### config.mk
export PLATFORM = sky130hd
export DESIGN_NAME = xor_swap_datapath_slice
export DESIGN_NICKNAME = d
export VERILOG_FILES = /design/src/datapath_pkg.sv /design/src/alu_bus_if.sv /design/src/xor_swap_datapath_slice.sv /design/src/result_unit.sv
export SDC_FILE = /design/constraint.sdc
export NUM_CORES = 1
export LEC_CHECK = 0
export BUFFER_PORTS_ARGS = -buffer_cell sky130_fd_sc_hd__buf_2
export CORE_MARGIN = 8
export CORE_UTILIZATION = 47
export CTS_CLUSTER_SIZE = 20
export DETAILED_ROUTE_END_ITERATION = 6
export PLACE_DENSITY = 0.79
export SLEW_MARGIN = 20
export SYNTH_ARGS = -nofsm -noshare
export SYNTH_HDL_FRONTEND = slang
export SYNTH_SLANG_ARGS = --single-unit
### constraint.sdc
create_clock -name i_clk -period 1.7 [get_ports i_clk]
set_clock_uncertainty 0.15 [all_clocks]
set_input_delay 0.17 -clock i_clk [delete_from_list [all_inputs] [get_ports i_clk]]
set_output_delay 0.17 -clock i_clk [all_outputs]
set_load 0.005 [all_outputs]
### src/datapath_pkg.sv
// Constants, operation codes and helper functions for the XOR and nibble-swap slice.
// Assumes the decoder presents one operation per cycle, qualified by a valid strobe.
package datapath_pkg;

  // Operation codes presented by the instruction decoder
  localparam logic [1:0] OPC_XOR_IMM  = 2'h0;  // xor_immediate_op
  localparam logic [1:0] OPC_XOR_FILE = 2'h1;  // xor_file_op
  localparam logic [1:0] OPC_SWAP     = 2'h2;  // nibble_swap_op
  localparam logic [1:0] OPC_UNUSED   = 2'h3;  // Ignored, flagged as bad

  // Destination selector encodings
  localparam logic DEST_ACC  = 1'h0;
  localparam logic DEST_FILE = 1'h1;

  // Widths and values after reset
  localparam int         DATA_W     = 8;
  localparam int         ADDR_W     = 7;
  localparam logic [7:0] ACC_RST    = 8'h00;
  localparam logic       ZERO_RST   = 1'h0;
  localparam logic [6:0] ADDR_RST   = 7'h00;
  localparam int         LATENCY    = 1;   // Cycles from request to registered result

  // Exchange the upper and lower halves of a byte
  function automatic logic [7:0] swap_nibbles(input logic [7:0] v);
    swap_nibbles = {v[3:0], v[7:4]};
  endfunction

  // Zero detect on an eight-bit result
  function automatic logic is_zero(input logic [7:0] v);
    is_zero = (v == 8'h00);
  endfunction

endpackage

### src/alu_bus_if.sv
// Carrier between the slice controller and its combinational result unit.
// Assumes both ends sit in the same clock domain; no timing of its own.
`timescale 1ns/10ps
interface alu_bus_if;
  logic [1:0] op;
  logic [7:0] a;
  logic [7:0] b;
  logic [7:0] result;
  logic       zero;

  modport ctrl (output op, output a, output b, input result, input zero);
  modport unit (input op, input a, input b, output result, output zero);
endinterface

### src/xor_swap_datapath_slice.sv
// Datapath slice running the immediate XOR, file XOR and nibble swap operations.
// Assumes the decoder holds a request for one cycle with i_valid, and the file register
// array returns the byte at i_addr combinationally on i_file_rdata in that same cycle.
// Writes reach the array one edge after the request, and nothing is forwarded here:
// a decoder that reads back a byte in the cycle after writing it must forward it itself.
// Requests may follow each other every cycle; each one sees the previous accumulator.
// Widths are fixed at one byte and a 128-entry file; other values are refused.
`timescale 1ns/10ps
module xor_swap_datapath_slice #(
  parameter int DW = datapath_pkg::DATA_W,
  parameter int AW = datapath_pkg::ADDR_W
) (
  input  wire logic                    i_clk,
  input  wire logic                    i_nrst,
  input  wire logic                    i_valid,
  input  wire logic [1:0]              i_op,
  input  wire logic [DW-1:0]           i_imm,
  input  wire logic [AW-1:0]           i_addr,
  input  wire logic                    i_dest,
  input  wire logic [DW-1:0]           i_file_rdata,
  output logic      [DW-1:0]           o_acc,
  output logic                         o_zero,
  output logic                         o_file_we,
  output logic      [AW-1:0]           o_file_waddr,
  output logic      [DW-1:0]           o_file_wdata,
  output logic                         o_done,
  output logic                         o_bad_op
);
  import datapath_pkg::*;

  // The nibble swap and the flag logic are written for one byte and a 128-entry file
  if (DW != 8 || AW != 7) begin : g_width_check
    $error("xor_swap_datapath_slice serves only an 8-bit datapath with 7-bit addresses");
  end

  alu_bus_if alu ();

  result_unit u_result (
    .bus (alu.unit)
  );

  logic [7:0] acc_r;
  logic [7:0] acc_nxt;
  logic       zero_r;
  logic       zero_nxt;
  logic       we_r;
  logic       we_nxt;
  logic [6:0] waddr_r;
  logic [7:0] wdata_r;
  logic       done_r;
  logic       bad_r;

  // Request decode; an unused code decodes to nothing but its own pulse, so a
  // stray code from the decoder cannot disturb the accumulator or the file
  wire is_xor_imm  = i_valid & (i_op == OPC_XOR_IMM);
  wire is_xor_file = i_valid & (i_op == OPC_XOR_FILE);
  wire is_swap     = i_valid & (i_op == OPC_SWAP);
  wire is_bad      = i_valid & (i_op == OPC_UNUSED);
  wire is_xor      = is_xor_imm | is_xor_file;
  wire uses_file   = is_xor_file | is_swap;
  wire to_file     = uses_file & (i_dest == DEST_FILE);
  wire to_acc      = is_xor_imm | (uses_file & (i_dest == DEST_ACC));

  // Operand steering into the result unit
  assign alu.op = i_op;
  assign alu.a  = acc_r;
  assign alu.b  = is_xor_imm ? i_imm : i_file_rdata;

  // Next-state selection; swap never touches the zero flag
  assign acc_nxt  = to_acc ? alu.result : acc_r;
  assign zero_nxt = is_xor ? alu.zero : zero_r;
  assign we_nxt   = to_file;

  // Architectural state: accumulator and zero flag
  always_ff @(posedge i_clk) begin
    if (!i_nrst) begin
      acc_r  <= ACC_RST;
      zero_r <= ZERO_RST;
    end else begin
      acc_r  <= acc_nxt;
      zero_r <= zero_nxt;
    end
  end

  // File write port, registered so the array sees a clean one-cycle strobe
  always_ff @(posedge i_clk) begin
    if (!i_nrst) begin
      we_r    <= 1'h0;
      waddr_r <= ADDR_RST;
      wdata_r <= ACC_RST;
    end else begin
      we_r    <= we_nxt;
      waddr_r <= to_file ? i_addr : waddr_r;
      wdata_r <= to_file ? alu.result : wdata_r;
    end
  end

  // Completion and bad-code pulses; an unused code changes no state but its own bad-code pulse
  always_ff @(posedge i_clk) begin
    if (!i_nrst) begin
      done_r <= 1'h0;
      bad_r  <= 1'h0;
    end else begin
      done_r <= is_xor | is_swap;
      bad_r  <= is_bad;
    end
  end

  // Data outputs come straight from the flip-flops above
  assign o_acc        = acc_r;
  assign o_zero       = zero_r;
  assign o_file_we    = we_r;
  assign o_file_waddr = waddr_r;
  assign o_file_wdata = wdata_r;
  assign o_done       = done_r;
  assign o_bad_op     = bad_r;
endmodule

### src/result_unit.sv
// Combinational result unit: XOR of two operands or nibble swap of the second.
// Assumes operands are stable for the cycle in which the controller samples them.
`timescale 1ns/10ps
module result_unit (
  alu_bus_if.unit bus
);
  import datapath_pkg::*;

  logic [7:0] xor_val;
  logic [7:0] swap_val;
  logic       is_swap;

  // Both candidates are built in parallel; selection keeps the path short
  assign xor_val    = bus.a ^ bus.b;
  assign swap_val   = swap_nibbles(bus.b);
  assign is_swap    = (bus.op == OPC_SWAP);
  assign bus.result = is_swap ? swap_val : xor_val;
  assign bus.zero   = is_zero(bus.result);
endmodule

==> impl_metrics.py <==
metrics = {
    "status": {
        "outcome": "complete, no violations",
    },
    "synth": {
        "synth_top_cell_area_share_pct": 40.6,
        "cell_taking_the_most_area_after_synthesis": "sky130_fd_sc_hd__dfxtp_1",
        "sequential_fraction_of_the_synthesis_area_pct": 40.6,
        "ys_seq_elements": 27,
        "synthesis.area_per_instance_um2": 8.47,
        "yosysWarningCount": 0,
        "synthesis.area_um2": 1330,
        "number_of_different_library_cells_in_the_post_synthesis_netlist": 31,
        "top_ff_cell_synth": "sky130_fd_sc_hd__dfxtp_1",
        "mappedNetlistNets": 186,
        "synth_enable_flop_cells": 0,
        "asyncSetResetFlopFracSynth_pct": 0,
        "postSynthCellCount": 157,
        "ys_top_cells_by_area": "sky130_fd_sc_hd__dfxtp_1 (41%), sky130_fd_sc_hd__a21oi_1 (7.5%), sky130_fd_sc_hd__nand2_1 (6.8%)",
    },
    "sta": {
        "grt_setup_unrepaired": "false",
        "post-route-min-period_ps": 1450,
        "layout_worst_path_cycle_share_pct": 85.5,
        "timing.setup.tns_ps": 0,
        "final-max-slew-violation-count": 0,
        "finalHoldViolCount": 0,
        "fin_ws_ps": 247,
        "timing.fmax_mhz": 688,
        "count_of_final_setup_violators": 0,
        "timing.max_slew.rel_slack_pct": 74.1,
        "worstMarginPinSlew_ps": 387,
    },
    "critical_path": {
        "worst-endpoint-arrival_ps": 1550,
        "timing.reg2reg.worst_path_depth": 4,
        "total_buffers_and_inverters_traversed_by_the_critical_path": 0,
        "crit_path_end_kind": "register",
        "cpMaxStageDelayCell": "sky130_fd_sc_hd__dfxtp_1",
        "critical_path_class": "reg -> reg",
        "slowest_delay_ps": 430,
        "timing.critical_path.required_ps": 1800,
        "critical-path-top-delay-family": "compound AO/OA/AOI/OAI gates",
        "worstPathCellList": "nor3b_1 > o31a_1 > a21oi_1 > a211oi_1",
        "path_max_fanout": 6,
        "startpoint_class_of_the_critical_path": "register",
        "critical_path_cell_count": 4,
    },
    "power": {
        "p_switching_w": 0.000372,
        "fin_total_pwr_w": 0.00130,
        "power.switching_fraction_pct": 28.7,
        "cellLeakagePower_nw": 0.814,
        "clock_power_share_pct": 21.0,
        "comb_power_share_pct": 25.4,
        "power_frac_seq_pct": 53.7,
        "intPower_w": 0.000924,
        "vdd.ir_drop.worst_v": 0.000735,
        "powerDensity_nw_per_um2": 720,
    },
    "drt": {
        "drcViolationCount": 0,
        "postRouteWirelength_um": 3760,
        "drt_first_pass_iters": 4,
        "ant_nets": 0,
        "via_count": 1318,
        "routed_via_density": 5.19,
        "wl_per_cell_um": 14.8,
        "detailedRoute.firstIterationViolations": 50,
    },
    "job": {
        "cap_viol_max_count": 0,
    },
    "clock_tree": {
        "cts.path.max_buffers": 2,
        "ctsHtreeMaxLevel": 1,
        "cts-resized-gates": 0,
        "cts-hold-fix-buffers": 7,
        "clock_insertion_delay_worst_skew_ps": 320,
        "cts_sinks": 27,
        "worst_setup_hold_path_clk_slew_ps": 140,
        "root_buffer_selected_by_cts": "sky130_fd_sc_hd__clkbuf_4",
        "buffer_count_from_post_cts_setup_fixing": 0,
        "cts_tree": "built",
        "cts_buffers": 3,
    },
    "finish": {
        "final_cell_mix": "sky130_fd_sc_hd__buf_2 (55), sky130_fd_sc_hd__dfxtp_1 (27), sky130_fd_sc_hd__nand2_1 (24)",
        "antenna_cells_inserted": 0,
        "layout.nets": 253,
        "ratio_of_cells_with_drive_above_1_in_the_final_layout_pct": 32.3,
        "layout.cells.most_common": "sky130_fd_sc_hd__buf_2",
        "fillCellCount": 241,
        "sequential_cell_area_um2": 541,
        "area.growth.synth_to_final_pct": 35.4,
        "area_of_the_multi_input_gates_um2": 732,
    },
    "die": {
        "row_count": 19,
        "die_h_um": 69.2,
        "top_level_ports": 56,
        "initial_utilization_pct": 48.6,
        "die_w_um": 69.2,
        "die-area_um2": 4790,
        "design.core.area_um2": 2730,
    },
    "placement": {
        "gp_congestion": 0.874,
        "post-place-ws_ps": -30.7,
        "io_buffers": 55,
        "detailed_place_hpwl_um": 2800,
    },
    "global_route": {
        "groute.usage.overall_pct": 15.2,
        "antenna_found_initial": 0,
        "grt_start_max_net_pins": 22,
        "overflow": 0,
        "first_global_vias": 1296,
        "grt_pass1_wl_um": 6130,
    },
    "worst_hold_path": {
        "hold_path.class": "in -> reg",
        "min_path_cells": 3,
    },
}
-- cell type report --
| cell class | instances | area share (%) |
|---|---|---|
| multi-input cells | 119 | 40.7 |
| repair buffers | 72 | 25.4 |
| clock inverters | 1 | 0.278 |
| well taps | 31 | 2.15 |
| inverters | 1 | 0.208 |
| clock buffers | 3 | 1.25 |
| flip-flops and latches | 27 | 30.0 |
-- path summary, 6_finish.rpt --
check / endpoint / slack (ps) / startpoint
hold / removal: o_acc[4] / 20 / i_nrst
hold reg to reg: o_file_waddr[1] / 310 / o_file_waddr[1]
setup / recovery: o_file_wdata[5] / 250 / o_acc[5]
setup reg to reg: o_file_wdata[5] / 250 / o_acc[5]
-- routing by layer --
layer	GRT usage, %	share of wire, %
met1	17.3	44
met2	26.5	50
met3	3.29	5.0
met4	6.38	1.7
met5	0	0
-- state kept, by name, indices dropped and copies added, names as in the netlist --
| register | count |
|---|---|
| o_file_wdata | 8 |
| o_done | 1 |
| o_bad_op | 1 |
| o_file_we | 1 |
| o_acc | 8 |
| o_file_waddr | 7 |
| o_zero | 1 |
-- Yosys cell counts, types with 2 or more instances --
library cell,number
sky130_fd_sc_hd__xor2_1,5
sky130_fd_sc_hd__nor3_1,4
sky130_fd_sc_hd__mux2i_1,8
sky130_fd_sc_hd__a22oi_1,2
sky130_fd_sc_hd__clkbuf_1,7
sky130_fd_sc_hd__and3_1,2
sky130_fd_sc_hd__o21a_1,6
sky130_fd_sc_hd__nor3b_1,2
sky130_fd_sc_hd__nor2_1,11
sky130_fd_sc_hd__xnor2_1,7
sky130_fd_sc_hd__dfxtp_1,27
sky130_fd_sc_hd__a21oi_1,20
sky130_fd_sc_hd__nand2b_1,3
sky130_fd_sc_hd__buf_6,2
sky130_fd_sc_hd__o21ai_0,8
sky130_fd_sc_hd__nand2_1,24
sky130_fd_sc_hd__a211oi_1,5
-- cells by family after synthesis --
| logic type | share of synthesized area (%) |
|---|---|
| xor gates and xnor gates | 7.90 |
| muxes | 6.02 |
| DFF | 40.6 |
| AOI/OAI and AO/OA | 23.0 |
| buffers and inverters | 4.33 |
| and+or+nand+nor | 18.2 |
-- power groups by stage --
stage	combinational [W]	clock, W	sequential, W
6_report	0.000329	0.000271	0.000695
5_1_grt	0.000360	0.000316	0.000701
4_1_cts	0.000328	0.000281	0.000696
3_5_place_dp	0.000314	0	0.000710
3_3_place_gp	0.000310	0	0.000708
2_1_floorplan	0.000177	0	0.000711
-- worst min-delay path, cell delays in order --
cell and delay, ps:
sky130_fd_sc_hd__buf_2 170, sky130_fd_sc_hd__o21ai_0 90, sky130_fd_sc_hd__a21oi_1 40
-- metrics by stage --
| step | hold slack (ps) | util [%] | cells | area [µm²] |
|---|---|---|---|---|
| after detailed placement | 267 | 62.3 | 243 | 1700 |
| after global routing | 1.65 | 65.9 | 254 | 1800 |
| after floorplan | 156 | - | 157 | 1330 |
| after CTS | 13.8 | 65.9 | 254 | 1800 |
| after global placement | 261 | 62.3 | 243 | 1700 |
| final | 22.2 | 65.9 | 254 | 1800 |
Note: power is estimated with default switching activity, not from simulation.
